**config.mk**
```make
export PLATFORM = sky130hd
export DESIGN_NAME = gps_port
export DESIGN_NICKNAME = d
export VERILOG_FILES = /design/src/gps_port.v /design/src/gps_sync.v /design/src/gps_timer.v
export VERILOG_INCLUDE_DIRS = /design/src /design/src/common
export SDC_FILE = /design/constraint.sdc
export NUM_CORES = 1
export LEC_CHECK = 0
export BUFFER_PORTS_ARGS = -buffer_cell sky130_fd_sc_hd__clkbuf_2
export CAP_MARGIN = 0
export CORE_MARGIN = 4
export CORE_UTILIZATION = 39
export DETAILED_ROUTE_END_ITERATION = 10
export RECOVER_POWER = 100
export REMOVE_ABC_BUFFERS = 1
export SLEW_MARGIN = 20
export SYNTH_ARGS = -nofsm -noshare
export SYNTH_HDL_FRONTEND = slang
export SYNTH_SLANG_ARGS = --single-unit
```
**constraint.sdc**
```tcl
create_clock -name clock_i -period 5.1 [get_ports clock_i]
set_input_delay 1.02 -clock clock_i [delete_from_list [all_inputs] [get_ports clock_i]]
set_output_delay 1.02 -clock clock_i [all_outputs]
set_load 0.02 [all_outputs]
```
**src/common/gps_map.vh**
```
// Constants for the general I/O port block: routing codes, field positions, timing.
// Assumes inclusion by the port modules only; holds definitions only.
`ifndef GPS_MAP_VH
`define GPS_MAP_VH

// ----------------------------------------------------------------------------
// Strobe routing field codes
// ----------------------------------------------------------------------------
`define GPS_ROUTE_DEFAULT 2'h0
`define GPS_ROUTE_STROBE 2'h1
`define GPS_ROUTE_ONE_BIT 2'h2
`define GPS_ROUTE_TWO_BIT 2'h3
`define GPS_ROUTE_STATIC_BIT 1

// ----------------------------------------------------------------------------
// Field positions and reset values
// ----------------------------------------------------------------------------
`define GPS_NIB_LO_MSB 3
`define GPS_NIB_HI_LSB 4
`define GPS_NIB_HI_MSB 7
`define GPS_DATA_RESET 8'h00
`define GPS_PIN_IDLE 1'h1

// ----------------------------------------------------------------------------
// Timing in clock cycles (display or system clock, one cycle each)
// ----------------------------------------------------------------------------
`define GPS_CAPTURE_DELAY 4'h2
`define GPS_STROBE_LOW 4'h2
`define GPS_HOLD_HALF 4'h1
`define GPS_IN_CYCLE 5'h13
`define GPS_OUT_CYCLE 5'h07

`endif

```
**src/gps_port.v**
```verilog
// General I/O port of the graphics controller: shared-line strobed port and static outputs.
// Assumes register writes arrive as one-cycle strobes on this clock and pins are resolved
// from output enables outside.
//
// Notes on behaviour
// - PCI input mode: trigger write latches upper data lines into port nibble two clocks later.
// - Trigger write also drives low port nibble onto lower lines and pulses the strobe.
// - PCI output mode: low nibble driven at once, strobe rises after two, half-clock hold.
// - VL input port: read enabled by its bit, strobe output when routing is 01b.
// - Read of DAC write index asserts strobe; buffer data reaches bus, about 18-20 clocks.
// - PCI two-bit mode on routing bit one drives trigger bits 0 and 1 continuously.
// - VL output port: each trigger write presents its byte on upper system data byte.
// - Routing 11b on VL drives trigger bits 0 and 1; one replaces ROM chip select.
// - Routing 10b on VL drives trigger bit 0 on one pin; ROM chip select stays.
// - After reset with routing 00b the general output pins are driven high.
`timescale 1ns/100ps
`include "gps_map.vh"
module gps_port #(
  parameter IN_CYCLES = 19,
  parameter OUT_CYCLES = 7
) (
  // Clock and reset.
  input wire clock_i,
  input wire rst_n_i,
  // Configuration bits.
  input wire pci_mode_i,
  input wire [1:0] strobe_routing_field_i,
  input wire input_read_enable_i,
  input wire local_bus_other_use_i,
  // Register writes and reads.
  input wire port_trigger_we_i,
  input wire [7:0] port_trigger_wdata_i,
  input wire port_data_we_i,
  input wire [7:0] port_data_wdata_i,
  input wire dac_index_read_i,
  // Register read-back.
  output reg [7:0] port_trigger_register_o,
  output reg [7:0] port_data_register_o,
  output reg [7:0] input_read_data_o,
  output reg input_read_valid_o,
  output reg port_busy_o,
  // Local data lines.
  input wire [7:0] local_data_lines_i,
  output reg [3:0] local_data_lines_o,
  output reg [3:0] local_data_lines_oe_o,
  // System data bus.
  input wire [7:0] system_data_bus_i,
  output reg [7:0] system_data_bus_hi_o,
  output reg system_data_bus_hi_oe_o,
  // Strobe and static output pins.
  output reg port_write_strobe_o,
  output reg port_io_strobe_o,
  output reg rom_chip_select_n_o,
  input wire rom_select_req_i
);

  // ----------------------------------------------------------------------------
  // Input synchronisation
  // ----------------------------------------------------------------------------
  wire [7:0] ld_sync;
  wire [7:0] sd_sync;

  gps_sync #(.WIDTH(8)) u_ld_sync (
    .clock_i(clock_i),
    .rst_n_i(rst_n_i),
    .pin_i(local_data_lines_i),
    .level_o(ld_sync)
  );

  gps_sync #(.WIDTH(8)) u_sd_sync (
    .clock_i(clock_i),
    .rst_n_i(rst_n_i),
    .pin_i(system_data_bus_i),
    .level_o(sd_sync)
  );

  // ----------------------------------------------------------------------------
  // Mode decode
  // ----------------------------------------------------------------------------
  wire route_strobe = (strobe_routing_field_i == `GPS_ROUTE_STROBE);
  // PCI static mode only needs routing bit one, so it covers both 10b and 11b.
  wire pci_static = pci_mode_i && strobe_routing_field_i[`GPS_ROUTE_STATIC_BIT];
  wire vl_two_bit = !pci_mode_i && (strobe_routing_field_i == `GPS_ROUTE_TWO_BIT);
  wire vl_one_bit = !pci_mode_i && (strobe_routing_field_i == `GPS_ROUTE_ONE_BIT);
  // The controller must clear other bus users first; the port stays quiet otherwise.
  wire port_ok = route_strobe && !local_bus_other_use_i;

  wire pci_go = pci_mode_i && port_ok && port_trigger_we_i;
  wire vl_out_go = !pci_mode_i && port_ok && port_trigger_we_i;
  wire vl_in_go = !pci_mode_i && port_ok && input_read_enable_i && dac_index_read_i;

  // ----------------------------------------------------------------------------
  // Sequence timer
  // ----------------------------------------------------------------------------
  localparam PH_IDLE = 2'b00;
  localparam PH_PCI = 2'b01;
  localparam PH_VL_OUT = 2'b10;
  localparam PH_VL_IN = 2'b11;

  reg [1:0] phase_q;
  reg [4:0] load_count;
  wire tmr_busy;
  wire [4:0] tmr_left;

  // PCI length covers low time plus the half-clock hold, rounded up to a cycle.
  always @* begin
    if (pci_go) begin
      load_count = {1'b0, `GPS_STROBE_LOW} + {1'b0, `GPS_HOLD_HALF};
    end else if (vl_out_go) begin
      load_count = OUT_CYCLES[4:0];
    end else begin
      load_count = IN_CYCLES[4:0];
    end
  end

  gps_timer #(.WIDTH(5)) u_timer (
    .clock_i(clock_i),
    .rst_n_i(rst_n_i),
    .load_i(pci_go || vl_out_go || vl_in_go),
    .count_i(load_count),
    .busy_o(tmr_busy),
    .left_o(tmr_left)
  );

  // Elapsed cycles for PCI sequence: total minus what is left.
  wire [4:0] pci_elapsed = {1'b0, `GPS_STROBE_LOW} + {1'b0, `GPS_HOLD_HALF} - tmr_left;

  // ----------------------------------------------------------------------------
  // Phase tracking
  // ----------------------------------------------------------------------------
  always @(posedge clock_i) begin
    if (!rst_n_i) begin
      phase_q <= PH_IDLE;
    end else if (pci_go) begin
      phase_q <= PH_PCI;
    end else if (vl_out_go) begin
      phase_q <= PH_VL_OUT;
    end else if (vl_in_go) begin
      phase_q <= PH_VL_IN;
    end else if (!tmr_busy) begin
      phase_q <= PH_IDLE;
    end
  end

  // The registered strobe lags this term by one cycle, so each phase ends one count early here.
  wire strobe_low = tmr_busy && ((phase_q == PH_PCI) ? (pci_elapsed + 5'h01 < {1'b0, `GPS_STROBE_LOW}) :
    (tmr_left > 5'h01));

  // ----------------------------------------------------------------------------
  // Registers
  // ----------------------------------------------------------------------------
  // Capture lands two cycles after the trigger, at the strobe rising edge.
  wire capture = tmr_busy && (phase_q == PH_PCI) && (pci_elapsed + 5'h01 == {1'b0, `GPS_CAPTURE_DELAY});

  always @(posedge clock_i) begin
    if (!rst_n_i) begin
      port_trigger_register_o <= `GPS_DATA_RESET;
      port_data_register_o <= `GPS_DATA_RESET;
    end else begin
      if (port_trigger_we_i) begin
        port_trigger_register_o <= port_trigger_wdata_i;
      end
      // Hardware capture of the upper nibble takes precedence over a software write there.
      if (port_data_we_i) begin
        port_data_register_o <= port_data_wdata_i;
      end
      if (capture) begin
        port_data_register_o[`GPS_NIB_HI_MSB:`GPS_NIB_HI_LSB] <=
          ld_sync[`GPS_NIB_HI_MSB:`GPS_NIB_HI_LSB];
      end
    end
  end

  // ----------------------------------------------------------------------------
  // Pin drive
  // ----------------------------------------------------------------------------
  // Idle pins sit high so active-low enables outside stay off.
  always @(posedge clock_i) begin
    if (!rst_n_i) begin
      local_data_lines_o <= 4'h0;
      local_data_lines_oe_o <= 4'h0;
      system_data_bus_hi_o <= 8'h00;
      system_data_bus_hi_oe_o <= 1'b0;
      port_write_strobe_o <= `GPS_PIN_IDLE;
      port_io_strobe_o <= `GPS_PIN_IDLE;
      rom_chip_select_n_o <= `GPS_PIN_IDLE;
      input_read_data_o <= 8'h00;
      input_read_valid_o <= 1'b0;
      port_busy_o <= 1'b0;
    end else begin
      port_busy_o <= tmr_busy;
      // Lower nibble goes out with the trigger and holds through the half-clock hold.
      if (pci_go) begin
        local_data_lines_o <= port_data_register_o[`GPS_NIB_LO_MSB:0];
        local_data_lines_oe_o <= 4'hF;
      end else if (!(tmr_busy && phase_q == PH_PCI && pci_elapsed < {1'b0, `GPS_STROBE_LOW})) begin
        local_data_lines_oe_o <= 4'h0;
      end
      // Byte goes to the latch at once; either strobe edge sees stable data.
      if (vl_out_go) begin
        system_data_bus_hi_o <= port_trigger_wdata_i;
        system_data_bus_hi_oe_o <= 1'b1;
      end else if (!(tmr_busy && phase_q == PH_VL_OUT)) begin
        system_data_bus_hi_oe_o <= 1'b0;
      end
      // Buffer data is taken from the bus while the input strobe is low.
      input_read_valid_o <= tmr_busy && (phase_q == PH_VL_IN) && (tmr_left == 5'h01);
      if (tmr_busy && phase_q == PH_VL_IN) begin
        input_read_data_o <= sd_sync;
      end
      // Strobe and static output selection by mode.
      if (pci_static) begin
        port_io_strobe_o <= port_trigger_register_o[0];
        port_write_strobe_o <= port_trigger_register_o[1];
        rom_chip_select_n_o <= rom_select_req_i ? 1'b0 : 1'b1;
      end else if (vl_two_bit) begin
        port_io_strobe_o <= port_trigger_register_o[0];
        rom_chip_select_n_o <= port_trigger_register_o[1];
        port_write_strobe_o <= `GPS_PIN_IDLE;
      end else if (vl_one_bit) begin
        port_io_strobe_o <= port_trigger_register_o[0];
        rom_chip_select_n_o <= !rom_select_req_i;
        port_write_strobe_o <= `GPS_PIN_IDLE;
      end else begin
        rom_chip_select_n_o <= pci_mode_i ? `GPS_PIN_IDLE : !rom_select_req_i;
        port_write_strobe_o <= !((pci_go || strobe_low) && (pci_mode_i && route_strobe));
        port_io_strobe_o <= !((vl_out_go || vl_in_go || strobe_low) && !pci_mode_i && route_strobe);
      end
    end
  end

endmodule

```
**src/gps_sync.v**
```verilog
// Three-stage synchroniser for a bus of pins coming from outside the clock domain.
// Assumes a single clock; a change is accepted once stages two and three agree.
`timescale 1ns/100ps
module gps_sync #(
  parameter WIDTH = 8
) (
  // Clock and reset.
  input wire clock_i,
  input wire rst_n_i,
  // Pin side and filtered result.
  input wire [WIDTH-1:0] pin_i,
  output reg [WIDTH-1:0] level_o
);

  reg [WIDTH-1:0] s1_q;
  reg [WIDTH-1:0] s2_q;
  reg [WIDTH-1:0] s3_q;

  // The first stage feeds only the second, so no logic sees a metastable value.
  always @(posedge clock_i) begin
    if (!rst_n_i) begin
      s1_q <= {WIDTH{1'b0}};
      s2_q <= {WIDTH{1'b0}};
      s3_q <= {WIDTH{1'b0}};
      level_o <= {WIDTH{1'b0}};
    end else begin
      s1_q <= pin_i;
      s2_q <= s1_q;
      s3_q <= s2_q;
      if (s2_q == s3_q) begin
        level_o <= s3_q;
      end
    end
  end

endmodule

```
**src/gps_timer.v**
```verilog
// Down counter that times one strobe sequence and flags while it is running.
// Assumes a single clock; load wins over the running count.
`timescale 1ns/100ps
module gps_timer #(
  parameter WIDTH = 5
) (
  // Clock and reset.
  input wire clock_i,
  input wire rst_n_i,
  // Start and length of the sequence.
  input wire load_i,
  input wire [WIDTH-1:0] count_i,
  // Running state.
  output wire busy_o,
  output wire [WIDTH-1:0] left_o
);

  reg [WIDTH-1:0] cnt_q;

  // A fresh load restarts the sequence even if one is still running.
  always @(posedge clock_i) begin
    if (!rst_n_i) begin
      cnt_q <= {WIDTH{1'b0}};
    end else if (load_i) begin
      cnt_q <= count_i;
    end else if (cnt_q != {WIDTH{1'b0}}) begin
      cnt_q <= cnt_q - {{(WIDTH-1){1'b0}}, 1'b1};
    end
  end

  assign busy_o = (cnt_q != {WIDTH{1'b0}});
  assign left_o = cnt_q;

endmodule

```
==> run_results.csv, run 1 <==
group,metric,value,unit
global_routing,grt_pass1_vias,2782,
yosys,yosys.area.top_type,"dfxtp_1",
cts,cts_resized,0,
setup_path,start_kind,"input pin",
yosys,synth_edf_count,0,
floorplan,dieArea,0.0125,mm^2
pwr,p_leak,2.04,nW
timing,slew_viol_final,115,
timing,setup_viol,0,
floorplan,rows,37,
floorplan,io_pins,89,
setup_path,worstPathMaxFanout,114,
pwr,ir_worst_vdd,0.000154,V
placement,portBuffers,88,
yosys,synth.most_common_cell,"dfxtp_1",
cells_and_area,drive_gt1_share,13.4,%
cells_and_area,multi_input_area,0.00187,mm^2
timing,rsz0062_at_grt,"no",
cts,root_buffer,"clkbuf_8",
drt,wl_per_cell,12.4,um
cells_and_area,fill_cells,1025,
cells_and_area,finalNonFillerCells,629,
cells_and_area,ff_latch_area,0.00220,mm^2
pwr,seqPwrFrac,50.8,%
cells_and_area,syn_to_final_growth,15.4,%
yosys,syn_area_per_cell,10.2,um^2
timing,max_freq,397,MHz
timing,fin_tns_setup,0,ns
drt,via_per_inst,4.55,
cts,cts_hold_buffers,0,
setup_path,max_stage_delay,1.21,ns
yosys,synth_top_area_share,52.3,%
timing,period_share,49.4,%
floorplan,fp.coreArea,0.0104,mm^2
cts,numCtsBuffers,9,
global_routing,grt_first_pass_wirelength,13.2,mm
pwr,netSwitchingFraction,28.3,%
setup_path,critPathArrivalTime,2.66,ns
cts,path_clk_slew,0.09,ns
yosys,synthTopCellsByCount,"dfxtp_1 (110), nand2_1 (55), and2_1 (52)",
cells_and_area,diodes,0,
pwr,total_power,0.00185,W
cts,clock_path_buffers,2,
drt,drtIter0Drc,117,
global_routing,overflow,0,
cts,tritoncts,"done",
setup_path,crit_type,"input pin to flop",
setup_path,cpLargestDelayFamily,"buffers and inverters",
global_routing,grt_max_degree,115,
yosys,synthCells,413,
yosys,yosysSeqAreaShare,52.3,%
drt,routed_wl,7.83,mm
floorplan,die_h,112,um
cells_and_area,finalNetCount,537,
outcome,violations,"max-capacitance violations, max-slew violations",
timing,slew_headroom,-12.0,%
pwr,p_sw,0.000524,W
placement,placedCellCount,614,
yosys,synth-seq-cells,110,
setup_path,end_kind,"flop",
yosys,yosys_most_used_dff,"dfxtp_1",
cts,h-tree-depth,3,
cts,clk_latency,0.37,ns
floorplan,initial_core_util,40.4,%
setup_path,crit_slowest_cell,"clkbuf_2",
yosys,synth_area,0.00421,mm^2
pwr,combinationalPowerShare,19.8,%
setup_path,cp_common_cell,"clkbuf_2",
cts,postCtsSetupBuffers,0,
setup_path,worstPathRequired,5.24,ns
timing,tightest_slew,1.68,ns
global_routing,antenna_found_initial,0,
yosys,async_reset_ff_share,0,%
drt,dr.pass1.iters,5,
placement,place.gp.congestion,0.802,
timing,fin_worst_skew,0.0166,ns
setup_path,cp_num_buf_inv,2,
yosys,yosysUniqueCellTypes,45,
placement,dpl.hpwl,5.52,mm
drt,dr_total_vias,2862,
yosys,synthTopCellsByArea,"dfxtp_1 (52%), and2_1 (7.7%), mux2i_1 (7.4%)",
timing,whs,0.437,ns
drt,ant_nets,0,
cts,clock_sinks,110,
global_routing,track_usage,13.0,%
timing,finalHoldViolCount,0,
yosys,synth_warnings,0,
pwr,p_per_area,382,mW/mm^2
hold_path,hold_class,"flop to flop",
pwr,power.internal,0.00133,W
setup_path,cp_cell_sequence,"clkbuf_2 -> clkbuf_2 -> o311ai_0",
timing,period_minus_slack,2.52,ns
flow_run,drv_cap,1,
drt,drc,0,
pwr,clockPowerShare,29.4,%
outcome,status,"complete, but fails checks",
floorplan,die_w,112,um
## sequential cells by signal, summed over array words and instances, names as in the netlist
name and cells:
phase_q 2, rom_chip_select_n_o 1, input_read_valid_o 1, system_data_bus_hi_o 8
u_ld_sync.level_o 4, local_data_lines_oe_o 1, port_io_strobe_o 1, port_trigger_register_o 8
port_write_strobe_o 1, u_ld_sync.s1_q 8, u_sd_sync.s2_q 8, u_ld_sync.s2_q 8
port_busy_o 1, u_sd_sync.s3_q 8, input_read_data_o 8, port_data_register_o 8
system_data_bus_hi_oe_o 1, u_ld_sync.s3_q 8, u_timer.left_o 5, local_data_lines_o 4
u_sd_sync.s1_q 8, u_sd_sync.level_o 8
## final timing paths
check / from / end / slack, ns / cells after the start
worst max-delay path: rst_n_i / port_io_strobe_o / 2.58 / 3
worst min-delay path: u_sd_sync.s1_q[2] / u_sd_sync.s2_q[2] / 0.44 / 1
worst max register to register: u_timer.left_o[0] / input_read_data_o[7] / 2.79 / 6
worst min register to register: u_sd_sync.s1_q[2] / u_sd_sync.s2_q[2] / 0.44 / 1
## power groups by stage
stage	logic [W]	clock network (W)	registers (W)
global route	0.000410	0.000604	0.000949
global placement	0.000363	0	0.000961
finish	0.000367	0.000546	0.000942
floorplan	0.000255	0	0.000974
detailed placement	0.000371	0	0.000963
CTS	0.000375	0.000573	0.000943
## per-layer routing
layer  global-route usage, %  share of wire, %
met4                    5.35              0.97
met3                    4.57               7.4
met2                    20.7                45
met1                    16.0                47
met5                       0                 0
## cell usage in the layout, fill, tap and decap left out, drive strengths merged, types with 2 or more instances in the layout
cell type    n
nor2b       24
dfxtp      110
mux2i       31
bufinv       2
xnor2        2
nor2         7
clkbuf     100
o21a         2
o31ai        3
o211ai       4
nor3b        2
inv          7
a21boi      22
ha           5
nand2       57
nand2b      10
nor3         2
nor4         6
and2        52
xor2        18
nand3        6
a21oi        4
o21ai        3
## per-stage QoR
step	instance area [um^2]	util, %	setup WS [ns]
floorplan	4090	-	2.93
global placement	4710	45.2	2.72
detailed placement	4710	45.2	2.61
CTS	4920	47.2	2.79
global route	4860	46.6	2.22
finish	4860	46.6	2.58
## cells by family after synthesis
kind of cell / count (synthesis) / synth area share, %
flip-flops: 110 / 52.3
AND/OR/NAND/NOR: 172 / 23.2
multiplexers: 31 / 7.37
adder cells (fa/ha/maj): 5 / 1.49
buffers and inverters: 31 / 3.36
AO/OA/AOI/OAI: 44 / 8.06
XOR/XNOR: 20 / 4.16
## final cells by class
| cell class | instances | area share, % |
|---|---|---|
| clock buffer | 11 | 2.71 |
| clock inverter | 4 | 1.49 |
| inverter | 7 | 0.541 |
| multi-input combinational | 272 | 38.4 |
| sequential | 110 | 45.3 |
| tap | 136 | 3.50 |
| timing repair buffer | 89 | 7.99 |
Note: power is estimated with default switching activity, not from simulation.
==> run 2: changes to the inputs <==
--- a/config.mk
+++ b/config.mk
@@ -6,6 +6,7 @@
 export SDC_FILE = /design/constraint.sdc
 export NUM_CORES = 1
 export LEC_CHECK = 0
+export ABC_AREA = 1
 export BUFFER_PORTS_ARGS = -buffer_cell sky130_fd_sc_hd__clkbuf_2
 export CAP_MARGIN = 0
 export CORE_MARGIN = 4
==> constraint.sdc (replaced) <==
create_clock -name clock_i -period 2.04 [get_ports clock_i]
set_input_delay 0.408 -clock clock_i [delete_from_list [all_inputs] [get_ports clock_i]]
set_output_delay 0.408 -clock clock_i [all_outputs]
set_load 0.02 [all_outputs]
==> run_results.csv, run 2 <==
group,metric,value,unit
outcome,status,"complete, no violations",
global_routing,track_usage,13.9,%
setup_path,end_kind,"flop",
placement,place.gp.congestion,0.803,
timing,setup_viol,0,
drt,drc,0,
global_routing,antenna_found_initial,0,
drt,drtIter0Drc,182,
timing,period_share,88.2,%
yosys,synth_edf_count,0,
timing,slew_viol_final,0,
setup_path,start_kind,"flop",
yosys,yosys_most_used_dff,"dfxtp_1",
yosys,synth_top_family_by_area,"simple AND/OR/NAND/NOR gates",
cells_and_area,syn_to_final_growth,15.1,%
hold_path,hold_class,"input pin to flop",
yosys,synth_area,0.00416,mm^2
placement,pre_cts_slack,0.368,ns
cells_and_area,finalNetCount,656,
global_routing,grt_first_pass_wirelength,14.3,mm
timing,finalHoldViolCount,0,
cts,cts_resized,0,
global_routing,grt_max_degree,64,
yosys,syn_area_per_cell,7.92,um^2
pwr,ir_worst_vdd,0.000490,V
drt,ant_nets,0,
yosys,synth.most_common_cell,"nand2_1",
cells_and_area,diodes,0,
yosys,synthCells,525,
cts,postCtsSetupBuffers,0,
cts,clk_latency,0.37,ns
global_routing,grt_pass1_vias,3111,
timing,fin_worst_skew,0.0120,ns
setup_path,worstPathRequired,2.35,ns
drt,dr.pass1.iters,4,
timing,rsz0062_at_grt,"no",
yosys,async_reset_ff_share,0,%
timing,max_freq,556,MHz
setup_path,crit_type,"flop to flop",
yosys,synthMuxAreaShare,0,%
floorplan,rows,37,
setup_path,critPathArrivalTime,2.11,ns
timing,tightest_slew,1.16,ns
timing,fin_tns_setup,0,ns
cts,path_clk_slew,0.11,ns
yosys,synth-seq-cells,110,
setup_path,r2r_start,"u_timer.left_o[2]",
setup_path,worstPathMaxFanout,8,
yosys,synthTopCellsByCount,"nand2_1 (114), dfxtp_1 (110), nor2_1 (78)",
pwr,p_leak,2.46,nW
drt,routed_wl,8.44,mm
drt,wl_per_cell,11.3,um
yosys,synthSimpleGateAreaFrac,24.3,%
placement,place_area,0.00466,mm^2
placement,dpl.hpwl,6.14,mm
cells_and_area,fin_area,0.00479,mm^2
cells_and_area,finalNonFillerCells,749,
floorplan,dieArea,0.0124,mm^2
floorplan,io_pins,89,
drt,via_per_inst,4.45,
timing,slew_headroom,22.6,%
floorplan,fp.coreArea,0.0104,mm^2
cts,h-tree-depth,3,
drt,dr_total_vias,3334,
yosys,synth_top_area_share,53.0,%
cells_and_area,layout_common_cells,"nand2_1 (116), dfxtp_1 (110), nor2_1 (81)",
placement,placedCellCount,733,
yosys,yosys.area.top_type,"dfxtp_1",
yosys,synth_warnings,0,
yosys,yosysSeqAreaShare,53.0,%
cells_and_area,drive_gt1_share,13.4,%
timing,period_minus_slack,1.80,ns
flow_run,drv_cap,0,
cts,cts_hold_buffers,0,
global_routing,overflow,0,
placement,portBuffers,88,
pwr,p_per_area,987,mW/mm^2
cts,numCtsBuffers,9,
cts,clock_sinks,110,
yosys,synth_fa_ha_area_share,1.50,%
hold_path,hp-start,"local_data_lines_i[7]",
cts,clock_path_buffers,2,
floorplan,die_w,111,um
yosys,synth_compound_area_share,8.34,%
timing,fin_ws,0.241,ns
floorplan,initial_core_util,40.1,%
yosys,synthTopCellsByArea,"dfxtp_1 (53%), nand2_1 (10%), nor2_1 (7.0%)",
floorplan,die_h,111,um
yosys,yosysUniqueCellTypes,36,
yosys,synth-xor-area-share,2.95,%
setup_path,startpoint,"u_timer.left_o[2]",
cts,root_buffer,"clkbuf_8",
cells_and_area,layout_commonest_cell,"nand2_1",
cts,tritoncts,"done",
run 2: changes by cell type in the layout (fill, tap and decap cells not counted), sizes merged, moves of 22 or more:
cell    change
a21boi     -22
o21ai      +38
nand2      +65
inv        +72
nor2       +77
nor2b      -24
mux2i      -31
and2       -52
run 2: per-stage QoR:
step           utilization [%]  hold slack (ns)  power, W
2_1_floorplan                -            0.390   0.00314
3_3_place_gp              44.9            0.394   0.00339
3_5_place_dp              44.9            0.397   0.00341
4_1_cts                   47.0            0.184   0.00481
5_1_grt                   46.2            0.190   0.00500
6_report                  46.2            0.208   0.00472
run 2: cell type report:
cell class                      instances  area [um^2]
Fill cell                            1080         5580
Sequential cell                       110         2200
Multi-Input combinational cell        320         1520
Timing Repair Buffer                   90          390
Inverter                               77          292
Tap cell                              136          170
Clock buffer                            9          124
Clock inverter                          7         90.1
run 2: critical path, stage by stage, from the launching register on:
cell and delay, ns:
dfxtp_1 0.37, inv_1 0.16, ha_1 0.25, inv_1 0.07, nand2_1 0.10, nand2_1 0.09
nand2_1 0.11, nand3_1 0.11, nand3b_4 0.21, nand3_1 0.09, nand2_1 0.05, nor2_1 0.12
run 2: where the power goes:
part | internal, W | switching (W) | total, W
registers | 0.00229 | 0.0000910 | 0.00238
logic | 0.000335 | 0.000625 | 0.000960
clock network | 0.000596 | 0.000784 | 0.00138
total | 0.00322 | 0.00150 | 0.00472
run 2: path summary, 6_finish.rpt:
path | end | slack, ns | depth (start not counted)
max | port_data_register_o[4] | 0.24 | 11
min | u_ld_sync.s1_q[7] | 0.21 | 3
max reg2reg | port_data_register_o[4] | 0.24 | 11
min reg2reg | u_sd_sync.s2_q[2] | 0.42 | 2
run 2: routing by layer:
metal / up-vias / GRT usage (%) / wire length, um
li1: 1769 / - / -
met1: 1459 / 17.3 / 4010
met2: 92 / 22.4 / 3720
met3: 14 / 4.42 / 549
met4: 0 / 5.43 / 167
met5: - / 0 / 0
run 2: logic make-up (layout without fill, tap and decap cells):
logic type,after synthesis,after routing
fa+ha+maj,5,5
compound gates,67,67
buf+inv,95,183
simple gates,234,234
flops,110,110
xor+xnor,14,14
